### src/dpc_defs.vh
// constants for the dual potentiometer command unit
`ifndef DPC_DEFS_VH
`define DPC_DEFS_VH
`define DPC_WORD_BITS   24
`define DPC_OP_MSB      23
`define DPC_OP_LSB      20
`define DPC_SLOT_MSB    19
`define DPC_SLOT_LSB    18
`define DPC_CHAN_MSB    17
`define DPC_CHAN_LSB    16
`define DPC_BUF_BIT     8
`define DPC_OP_NOP      4'h0
`define DPC_OP_WAKE     4'h1
`define DPC_OP_PROG     4'h2
`define DPC_OP_SAVE     4'h3
`define DPC_OP_WRTAP    4'h4
`define DPC_OP_UP       4'h7
`define DPC_OP_SLEEP    4'h8
`define DPC_OP_SWRST    4'h9
`define DPC_OP_RDSLOT   4'hA
`define DPC_OP_RECALL   4'hB
`define DPC_OP_RDTAP    4'hC
`define DPC_OP_ERASE    4'hD
`define DPC_OP_DOWN     4'hF
`define DPC_SLOT_RESET  9'h000
`define DPC_BUSY_CYCLES 4
`endif

### src/dpc_slot_mem.v
// stored setting slots: 8 words of 9 bits with registered read port
`default_nettype none
`include "dpc_defs.vh"
module dpc_slot_mem #(
  parameter AW = 3,
  parameter DW = 9
) (
  input  wire          mclk,
  input  wire          writeEn,
  input  wire [AW-1:0] writeAddr,
  input  wire [DW-1:0] writeData,
  input  wire [AW-1:0] readAddr,
  output reg  [DW-1:0] readData
);
  reg [DW-1:0] mem [0:(1<<AW)-1];
  integer i;
  // blank slots at start of simulation; a real array holds its contents across power
  initial
  begin
    for (i = 0; i < (1<<AW); i = i + 1)
      mem[i] = `DPC_SLOT_RESET;
  end
  always @(posedge mclk)
  begin
    if (writeEn)
      mem[writeAddr] <= writeData;
    readData <= mem[readAddr];
  end
endmodule // dpc_slot_mem
`default_nettype wire

### src/dpc_command_unit.v
// serial command unit for a dual 256-tap non-volatile potentiometer
`default_nettype none
`include "dpc_defs.vh"
module dpc_command_unit #(
  parameter TAP_BITS = 8,
  parameter CHANNELS = 2
) (
  input  wire                          mclk,
  input  wire                          reset,
  input  wire                          sclkPin,
  input  wire                          selectNPin,
  input  wire                          sdiPin,
  input  wire                          writeProtectNPin,
  output wire                          sdoOut,
  output wire                          sdoOe,
  output wire                          readyOut,
  output wire                          readyOe,
  output wire [CHANNELS*TAP_BITS-1:0]  wiperTapValue,
  output wire [CHANNELS-1:0]           bufferSelectBit,
  output wire                          asleep
);
  localparam ST_BOOT0 = 5'h01;
  localparam ST_BOOT1 = 5'h02;
  localparam ST_IDLE  = 5'h04;
  localparam ST_EXEC  = 5'h08;
  localparam ST_BUSY  = 5'h10;
  localparam [TAP_BITS-1:0] TAP_MAX = {TAP_BITS{1'b1}};

  reg [1:0] sclkSync_reg, selSync_reg, sdiSync_reg, wpSync_reg;
  reg       sclkLast_reg, selLast_reg;
  always @(posedge mclk or posedge reset)
  begin
    if (reset)
    begin
      sclkSync_reg <= 2'h0;
      selSync_reg  <= 2'h3;
      sdiSync_reg  <= 2'h0;
      wpSync_reg   <= 2'h3;
      sclkLast_reg <= 1'b0;
      selLast_reg  <= 1'b1;
    end
    else
    begin
      sclkSync_reg <= {sclkSync_reg[0], sclkPin};
      selSync_reg  <= {selSync_reg[0], selectNPin};
      sdiSync_reg  <= {sdiSync_reg[0], sdiPin};
      wpSync_reg   <= {wpSync_reg[0], writeProtectNPin};
      sclkLast_reg <= sclkSync_reg[1];
      selLast_reg  <= selSync_reg[1];
    end
  end
  wire sclkS   = sclkSync_reg[1];
  wire selS    = selSync_reg[1];
  wire sclkRise = sclkS & ~sclkLast_reg;
  wire sclkFall = ~sclkS & sclkLast_reg;
  wire selFall  = ~selS & selLast_reg;
  wire selRise  = selS & ~selLast_reg;
  wire active   = ~selS;
  wire protect  = ~wpSync_reg[1];

  reg [23:0] shift_reg;
  reg [23:0] outShift_reg;
  reg [4:0]  bitCount_reg;
  reg        sdo_reg;
  reg [23:0] word_reg;
  reg        wordValid_reg;
  reg [23:0] readWord_reg;
  reg [4:0]  state_reg;
  reg        sleep_reg;
  reg        ready_reg;
  reg [2:0]  busyCount_reg;
  reg        bootChan_reg;
  reg [TAP_BITS-1:0] tap_reg [0:CHANNELS-1];
  reg [CHANNELS-1:0] buf_reg;

  wire [3:0] opcode = word_reg[`DPC_OP_MSB:`DPC_OP_LSB];
  wire [1:0] slotSel = word_reg[`DPC_SLOT_MSB:`DPC_SLOT_LSB];
  wire [1:0] chanSel = word_reg[`DPC_CHAN_MSB:`DPC_CHAN_LSB];
  wire       chanOk  = (chanSel < CHANNELS);
  wire       chIdx   = chanSel[0];
  wire [TAP_BITS-1:0] curTap = tap_reg[chIdx];

  reg        memWe;
  reg [2:0]  memWa;
  reg [8:0]  memWd;
  reg [2:0]  memRa;
  wire [8:0] memRd;
  dpc_slot_mem #(.AW(3), .DW(9)) slotMem (
    .mclk      (mclk),
    .writeEn   (memWe),
    .writeAddr (memWa),
    .writeData (memWd),
    .readAddr  (memRa),
    .readData  (memRd)
  );

  // shift path: input on rising edge, output on falling edge
  always @(posedge mclk or posedge reset)
  begin
    if (reset)
    begin
      shift_reg     <= 24'h000000;
      outShift_reg  <= 24'h000000;
      bitCount_reg  <= 5'h00;
      sdo_reg       <= 1'b0;
      word_reg      <= 24'h000000;
      wordValid_reg <= 1'b0;
    end
    else
    begin
      if (selFall)
      begin
        bitCount_reg <= 5'h00;
        sdo_reg      <= outShift_reg[23];
      end
      else if (active && sclkRise)
      begin
        shift_reg    <= {shift_reg[22:0], sdiSync_reg[1]};
        outShift_reg <= {outShift_reg[22:0], sdiSync_reg[1]};
        if (bitCount_reg == `DPC_WORD_BITS - 1)
          bitCount_reg <= 5'h00;
        else
          bitCount_reg <= bitCount_reg + 5'h01;
      end
      else if (active && sclkFall)
        sdo_reg <= outShift_reg[23];
      if (selRise)
      begin
        word_reg      <= shift_reg;
        wordValid_reg <= (bitCount_reg == 5'h00);
        outShift_reg  <= shift_reg;
      end
      else if (state_reg == ST_EXEC && wordValid_reg && !sleep_reg &&
               (opcode == `DPC_OP_RDTAP || opcode == `DPC_OP_RDSLOT))
        outShift_reg <= readWord_reg;
    end
  end
  assign sdoOut = sdo_reg;
  // open drain: enable low drive only while selected and bit is zero
  assign sdoOe  = active & ~sdo_reg;

  // read data formed combinationally in the same cycle execution uses it
  always @*
  begin
    readWord_reg = word_reg;
    readWord_reg[8:0] = 9'h000;
    if (opcode == `DPC_OP_RDTAP)
      readWord_reg[8:0] = {buf_reg[chIdx], curTap};
    else
      readWord_reg[8:0] = memRd;
  end

  always @*
  begin
    memWe = 1'b0;
    memWa = {slotSel, chIdx};
    memWd = 9'h000;
    memRa = {slotSel, chIdx};
    if (state_reg == ST_BOOT0 || state_reg == ST_BOOT1)
      memRa = {2'b00, bootChan_reg};
    // address the incoming word at select rise so read and recall see fresh data
    if (state_reg == ST_IDLE && selRise)
      memRa = {shift_reg[`DPC_SLOT_MSB:`DPC_SLOT_LSB], shift_reg[`DPC_CHAN_LSB]};
    if (state_reg == ST_EXEC && !sleep_reg && !protect && chanOk)
    begin
      if (opcode == `DPC_OP_PROG)
      begin
        memWe = 1'b1;
        memWd = {word_reg[`DPC_BUF_BIT], word_reg[7:0]};
      end
      else if (opcode == `DPC_OP_SAVE)
      begin
        memWe = 1'b1;
        memWd = {buf_reg[chIdx], curTap};
      end
      else if (opcode == `DPC_OP_ERASE)
      begin
        memWe = 1'b1;
        memWd = `DPC_SLOT_RESET;
      end
    end
  end

  wire needsBusy = (opcode == `DPC_OP_RDTAP) || (opcode == `DPC_OP_RDSLOT) ||
                   (opcode == `DPC_OP_PROG) || (opcode == `DPC_OP_RECALL) ||
                   (opcode == `DPC_OP_SAVE);

  // control sequencer
  always @(posedge mclk or posedge reset)
  begin
    if (reset)
    begin
      state_reg     <= ST_BOOT0;
      sleep_reg     <= 1'b1;
      ready_reg     <= 1'b0;
      busyCount_reg <= 3'h0;
      bootChan_reg  <= 1'b0;
      tap_reg[0]    <= {TAP_BITS{1'b0}};
      tap_reg[1]    <= {TAP_BITS{1'b0}};
      buf_reg       <= {CHANNELS{1'b0}};
    end
    else
    begin
      if (selFall)
        ready_reg <= 1'b1;
      case (state_reg)
        ST_BOOT0:
          state_reg <= ST_BOOT1;
        ST_BOOT1:
        begin
          tap_reg[bootChan_reg] <= memRd[7:0];
          buf_reg[bootChan_reg] <= memRd[8];
          bootChan_reg <= ~bootChan_reg;
          if (bootChan_reg)
          begin
            state_reg <= ST_IDLE;
            ready_reg <= 1'b1;
          end
          else
            state_reg <= ST_BOOT0;
        end
        ST_IDLE:
          if (selRise)
            state_reg <= ST_EXEC;
        ST_EXEC:
        begin
          state_reg <= ST_IDLE;
          // an incomplete word runs nothing; all-zero opcode likewise
          if (wordValid_reg && (!sleep_reg || opcode == `DPC_OP_WAKE))
          begin
            if (needsBusy)
            begin
              ready_reg     <= 1'b0;
              busyCount_reg <= 3'h0;
              state_reg     <= ST_BUSY;
            end
            case (opcode)
              `DPC_OP_WAKE:
                sleep_reg <= 1'b0;
              `DPC_OP_SLEEP:
                sleep_reg <= 1'b1;
              `DPC_OP_SWRST:
              begin
                sleep_reg    <= 1'b1;
                ready_reg    <= 1'b0;
                bootChan_reg <= 1'b0;
                state_reg    <= ST_BOOT0;
              end
              `DPC_OP_WRTAP:
                if (!protect && chanOk)
                  tap_reg[chIdx] <= word_reg[7:0];
              `DPC_OP_UP:
                if (!protect && chanOk && curTap != TAP_MAX)
                  tap_reg[chIdx] <= curTap + 1'b1;
              `DPC_OP_DOWN:
                if (!protect && chanOk && curTap != {TAP_BITS{1'b0}})
                  tap_reg[chIdx] <= curTap - 1'b1;
              `DPC_OP_RECALL:
                if (chanOk)
                begin
                  tap_reg[chIdx] <= memRd[7:0];
                  buf_reg[chIdx] <= memRd[8];
                end
              default:
                sleep_reg <= sleep_reg;
            endcase
          end
        end
        ST_BUSY:
        begin
          // memory access cycle modelled as a short fixed delay
          busyCount_reg <= busyCount_reg + 3'h1;
          if (busyCount_reg == `DPC_BUSY_CYCLES - 1)
          begin
            ready_reg <= 1'b1;
            state_reg <= ST_IDLE;
          end
        end
        default:
          state_reg <= ST_IDLE;
      endcase
    end
  end

  // open drain, active-low busy: pull low while not ready
  assign readyOut = ready_reg;
  assign readyOe  = ~ready_reg;
  assign wiperTapValue   = {tap_reg[1], tap_reg[0]};
  assign bufferSelectBit = buf_reg;
  assign asleep = sleep_reg;
endmodule // dpc_command_unit
`default_nettype wire

### config.mk
export PLATFORM = sky130hd
export DESIGN_NAME = dpc_command_unit
export DESIGN_NICKNAME = d
export VERILOG_FILES = /design/src/dpc_slot_mem.v /design/src/dpc_command_unit.v
export VERILOG_INCLUDE_DIRS = /design/src
export SDC_FILE = /design/constraint.sdc
export NUM_CORES = 1
export LEC_CHECK = 0
export ABC_AREA = 1
export BUFFER_PORTS_ARGS = -buffer_cell sky130_fd_sc_hd__buf_2
export CELL_PAD_IN_SITES_DETAIL_PLACEMENT = 1
export CELL_PAD_IN_SITES_GLOBAL_PLACEMENT = 1
export CORE_ASPECT_RATIO = 1.75
export CORE_UTILIZATION = 52
export DETAILED_ROUTE_END_ITERATION = 8
export HOLD_SLACK_MARGIN = 0.05
export MAX_ROUTING_LAYER = met4
export PLACE_DENSITY = 0.84
export SYNTH_ARGS = -nofsm -noshare
export SYNTH_HDL_FRONTEND = slang
export SYNTH_SLANG_ARGS = --single-unit
### constraint.sdc
create_clock -name mclk -period 7.4 [get_ports mclk]
set_input_delay 2.22 -clock mclk [delete_from_list [all_inputs] [get_ports mclk]]
set_output_delay 2.22 -clock mclk [all_outputs]
set_load 0.01 [all_outputs]
=== Yosys cells after proc, flatten, opt, wreduce, memory -nomap -nowiden ===
Memories as Yosys holds them, arrays and structs flattened. A register that Yosys moved wholly into a read port is not among the register bits.
Index checks and enable logic that the tools add are counted.

* Flip-flop bits (word level): 118
* Latch bits: 0
* Memory bits (writable): 72
* Bits in read-only memories: 0
* Input port bits: 6
* Output and inout bits: 23
* Memories: 1

* $add $sub $neg: 4
* $mul: 0
* Divide/modulo/power cells: 0
* Magnitude comparators: 9
* Equal/unequal tests: 34
* Shift operators: 0
* Muxes and demuxes: 74
* Bitwise gates (word level): 15
* Reduce and logical (&&, ||, !) cells: 42

{| class="wikitable"
|+ Memories
! memory !! depth !! width !! read ports !! clocked after Yosys merged registers in !! write ports !! line !! source
|-
| slotMem.mem || 8 || 9 || 1 || 1 || 1 || dpc_slot_mem.v:15 || <nowiki>reg [DW-1:0] mem [0:(1<<AW)-1];</nowiki>
|}

{| class="wikitable"
|+ Operators with widths
! operator !! count
|-
| 24-bit two-way mux || 4
|-
| 16-bit bitwise mux || 5
|-
| 16-bit two-way mux || 5
|-
| 16-bit case mux with 4 select lines || 1
|-
| 5-bit two-way mux || 8
|-
| 8-bit two-way mux || 5
|-
| 9-bit two-way mux || 4
|-
| 16-bit case mux with 2 select lines || 1
|-
| 4-bit == test, second input constant || 7
|-
| 5-bit case mux with 5 select lines || 1
|-
| 1-bit two-way mux || 21
|-
| 1-bit logical AND || 17
|-
| 8-bit demux with 1-bit select || 2
|-
| 3-bit two-way mux || 5
|-
| 3-bit inequality test, second input constant || 4
|-
| 5-bit == test, second input constant || 2
|-
| 2-bit inequality test, second input constant || 5
|-
| 2-bit nonzero test || 5
|-
| 3-bit AND reduction || 3
|-
| 8-bit by 1-bit adder with 8-bit output, second input constant || 1
|-
| 4-bit by 2-bit == test with 1-bit output, second input constant || 2
|-
| 4-bit by 3-bit == test with 1-bit output, second input constant || 2
|-
| 8-bit inequality test, second input constant || 1
|-
| 1-bit inverter || 8
|-
| other kinds (35) || 59
|}

=== Logic depth before layout (Yosys ltp) ===
* Depth in word-level cells: 10
* Gate-level depth with buffers: 17
* Depth with buffers taken out: 16

=== Cells and area by module ===
From an unflattened synthesis, not the netlist that was laid out.

* Cell total of the unflattened synthesis: 1312
* Area total of the unflattened synthesis: 10322.4 um2

{| class="wikitable"
|+ By module, submodules not included
! module !! instances !! cells each !! area each (um2) !! sequential area each (um2)
|-
| dpc_command_unit || 1 || 975 || 6914.1 || 2961.6
|-
| dpc_slot_mem || 1 || 337 || 3408.3 || 2342.2
|}

=== Worst setup path before layout ===
OpenSTA, ideal clock, no wires.

* Kind: register to output
* Start point: register selSync_reg[1]
* End point: output port sdoOe
* Arrival time: 602 ps
* Required time: 5180 ps
* Setup slack: 4578 ps
* Cell stages (with the launch flop): 2
* Path buffers: 0
* Cells stage by stage: dfstp_2 > nor2_1

* Longest elaborated chain between the ends: 2

{| class="wikitable"
|+ Ends and longest elaborated chain
! what !! line !! source
|-
| start, declared || dpc_command_unit.v:29 || <nowiki>reg [1:0] sclkSync_reg, selSync_reg, sdiSync_reg, wpSync_reg;</nowiki>
|-
| start signal, assigned || dpc_command_unit.v:45 || <nowiki>selSync_reg <= {selSync_reg[0], selectNPin};</nowiki>
|-
| 1-bit inverter || dpc_command_unit.v:58 || <nowiki>wire active = ~selS;</nowiki>
|-
| 1-bit AND || dpc_command_unit.v:140 || <nowiki>assign sdoOe = active & ~sdo_reg;</nowiki>
|-
| end, declared || dpc_command_unit.v:15 || <nowiki>output wire sdoOe,</nowiki>
|}

No other way between the ends.

=== Final worst setup path ===
* Start point: register state_reg[1]
* End point: memory slotMem.mem[7][0], enable pin

* Longest elaborated chain between the ends: 7

{| class="wikitable"
|+ Ends and longest elaborated chain
! what !! line !! source
|-
| start, declared || dpc_command_unit.v:68 || <nowiki>reg [4:0] state_reg;</nowiki>
|-
| start signal, assigned || dpc_command_unit.v:193 || <nowiki>state_reg <= ST_BOOT0;</nowiki>
|-
| start signal, assigned || dpc_command_unit.v:208 || <nowiki>state_reg <= ST_BOOT1;</nowiki>
|-
| start signal, assigned || dpc_command_unit.v:216 || <nowiki>state_reg <= ST_IDLE;</nowiki>
|-
| 5-bit by 4-bit == test with 1-bit output || dpc_command_unit.v:164 || <nowiki>if (state_reg == ST_EXEC && !sleep_reg && !protect && chanOk)</nowiki>
|-
| 1-bit logical AND (3 in a row) || dpc_command_unit.v:164 ||
|-
| 1-bit two-way mux || dpc_command_unit.v:164 ||
|-
| 1-bit two-way mux || dpc_slot_mem.v:25 || <nowiki>if (writeEn)</nowiki>
|-
| 1-bit two-way mux (not written as such) || dpc_slot_mem.v:26 || <nowiki>mem[writeAddr] <= writeData;</nowiki>
|-
| end, declared || dpc_slot_mem.v:15 ||
|}

No other way between the ends.

==> results.md <==
* Worst-Skew Late Latency at 460 ps
* Crit path buf inv count at 0
* Post-synthesis area per instance at 8.46 µm²
* Sequential cell area at 5310 µm²
* Multi-input gate area at 3910 µm²
* Critical-path cell with the highest stage delay: nor3_1
* Die width at 107 µm
* GRT overflow at 0
* Detailed Routing Iterations Pass 1 at 5
* Seq/Total Area, Yosys at 53.3%
* Ys async rst share at 59.3%
* Core Area at 18700 µm²
* Vias in the first global route at 9046
* Area Growth Syn to Fin at 8.60%
* Final worst-path cycle share at 49.5%
* FF+latch count, synth at 199
* Placer congestion estimate at 0.943
* Share of layout cells above drive strength 1 at 10.8%
* Initial DRC Count at 549
* Initial antenna violation count at 0
* Die height at 185 µm
* Met3 wire len at 926 µm
* I/O Buffers at 28
* CP endpoint kind: flop
* Post-layout min period at 3660 ps
* Net count, final at 1203
* Clock Pin Slew Worst Setup and Hold Paths at 70 ps
* Most common cell on crit path: nand2_1
* Unrepaired setup endpoints after global routing: no
* Reg2Reg Depth at 7
* Starting Density at 53.3%
* Wl on met1 at 11200 µm
* IO Pins at 29
* Max Slew Vio Count at 0
* Relative slew margins at 17.0%
* Clock Path Buffers at 2
* Kind of critical path: flop to flop
* WL/cell at 20.8 µm
* Post-Synthesis Cells at 1177
* Top Metal Used: met4
* First-pass GRT wire length at 47500 µm
* Post-cts gate resize count at 0
* Post-synth top area share at 27.9%
* Commonest non-fill, non-tap cell in the layout: nand2_1
* Fin. Hold Viols at 0
* Leading area contributor after synthesis: dfrtp_1
* Total number of vias at 8470
* CTS tree: built
* Top delay family on crit path: simple AND/OR/NAND/NOR gates
* Startpoint Class: flop
* Clock Skew at 21.4 ps
* Largest net degree at the start of global routing at 65
* Crit-path cells: nor2_2 -> nand4_1 -> nor2_1 -> nand2_1 -> a31oi_1 -> nand2_1 -> nor3_1
* Die area at 19700 µm²
* Crit path DAT at 3720 ps
* DRT antenna net count at 0
* Residual DRC at 0
* Status: completed
* Final Setup Violations at 0
* Max capacitance violation total at 0
* Vias/cell at 5.88
* Met2 wire len at 16000 µm
* CP max FO at 11
* Max FFs per register at 72
* Mapped cell area at 9950 µm²
* Finished Core Util at 57.9%
* Fill count at 2290
* Worst VDD drop at 0.131 mV
* Antenna diodes at 0
* Hold Path Depth at 0
* CP max stage delay at 980 ps
* Number of cells on the critical path at 7
* H-tree levels at 4
* Post-synthesis cell type count at 49
* WP data required at 7460 ps
* Hold WC Path Type: flop to flop
* Most frequent cells in the layout: nand2_1 (362), inv_1 (115), dfrtp_1 (110), edfxtp_1 (72), nor2_1 (68)
* Leak at 4.86 nW
* Std-Cell Rows at 66
* FMAX at 273 MHz
* Power density cells at 224 nW/µm²
* Top reg by flops: slotMem.mem
* Largest cells by area after synthesis: dfrtp_1 (28%), edfxtp_1 (22%), nand2_1 (14%)
* CTS Sinks at 199
* Cts bufs inserted at 17
* Yosys Warn Count at 0
* CTS root buffer: clkbuf_16
* Synth Net Count at 1190
* Final WL at 29900 µm
* GRT Util Overall at 33.1%
* Post-synth EDFFs at 72
* Worst slew pin tran at 1240 ps
* Top FF cell, synth: dfrtp_1
* Post-DP HPWL at 20900 µm
* Hold Buf Count CTS at 0
* Setup bufs post-CTS at 0
* Setup TNS Final at 0 ps
[area by class of cell]
type	count	share of cell area, %
well taps	238	2.75
repair buffers	39	2.06
multi-input cells	797	36.2
clock buffers	21	4.38
inverters	136	4.75
clock inverters	11	0.833
flip-flops and latches	199	49.1
[report_power, final]
part	switching (mW)	internal [mW]	leakage, nW
Combinational	0.187	0.0814	2.26
Sequential	0.0482	1.19	2.32
Clock	0.443	0.468	0.280
Total	0.679	1.74	4.86
[final timing paths]
check / to / slack, ps / startpoint
worst max-delay path: slotMem.mem[7][0] / 3740 / state_reg[1]
min in group asynchronous: shift_reg[5] / 1890 / reset
worst max register to register: slotMem.mem[7][0] / 3740 / state_reg[1]
max in group asynchronous: word_reg[16] / 4210 / reset
worst min-delay path: selSync_reg[1] / 360 / selSync_reg[0]
worst min register to register: selSync_reg[1] / 360 / selSync_reg[0]
[kinds of logic (layout without fill, tap and decap cells)]
kind of cell / count (synthesis) / count (layout) / share of synthesized area [%]
xor gates and xnor gates: 2 / 2 / 0.176
muxes: 3 / 3 / 0.339
DFF: 199 / 199 / 53.3
AOI/OAI and AO/OA: 237 / 237 / 14.6
and+or+nand+nor: 548 / 548 / 23.3
adders and majority gates: 7 / 7 / 0.880
buffers and inverters: 181 / 207 / 7.48
[layer usage]
| metal | track usage, % | up-vias |
|---|---|---|
| met5 | - | - |
| met2 | 58.6 | 218 |
| met3 | 4.50 | 117 |
| met4 | 21.9 | 0 |
| met1 | 33.9 | 4187 |
| li1 | - | 3948 |
[synthesized netlist by cell type (3+ instances only)]
library cell	number
nor2_2	4
nand2_2	4
o22ai_1	17
nand3b_1	8
o211ai_1	43
buf_2	13
nand2_1	362
nand4_1	8
buf_4	9
nor3_1	15
ha_1	7
nor2_1	69
o21ai_1	37
inv_2	21
nand3_1	67
o21ai_0	60
a21oi_1	49
o221ai_1	8
a21boi_1	3
clkbuf_1	20
dfxtp_1	9
dfrtp_1	111
dfstp_2	7
inv_1	115
o21ai_2	3
a31oi_1	4
edfxtp_1	72
mux2_2	3
[stage by stage]
step	power, mW	setup slack [ps]	instance area [µm²]	instances	hold WS [ps]
3_3_place_gp	1.51	3620	10200	1409	332
6_report	2.42	3740	10800	1441	356
4_1_cts	2.43	3760	10800	1441	358
5_1_grt	2.50	3450	10800	1441	368
3_5_place_dp	1.52	3610	10200	1409	347
2_1_floorplan	1.44	2060	9950	1177	331
(Power assumes the default switching activity.)
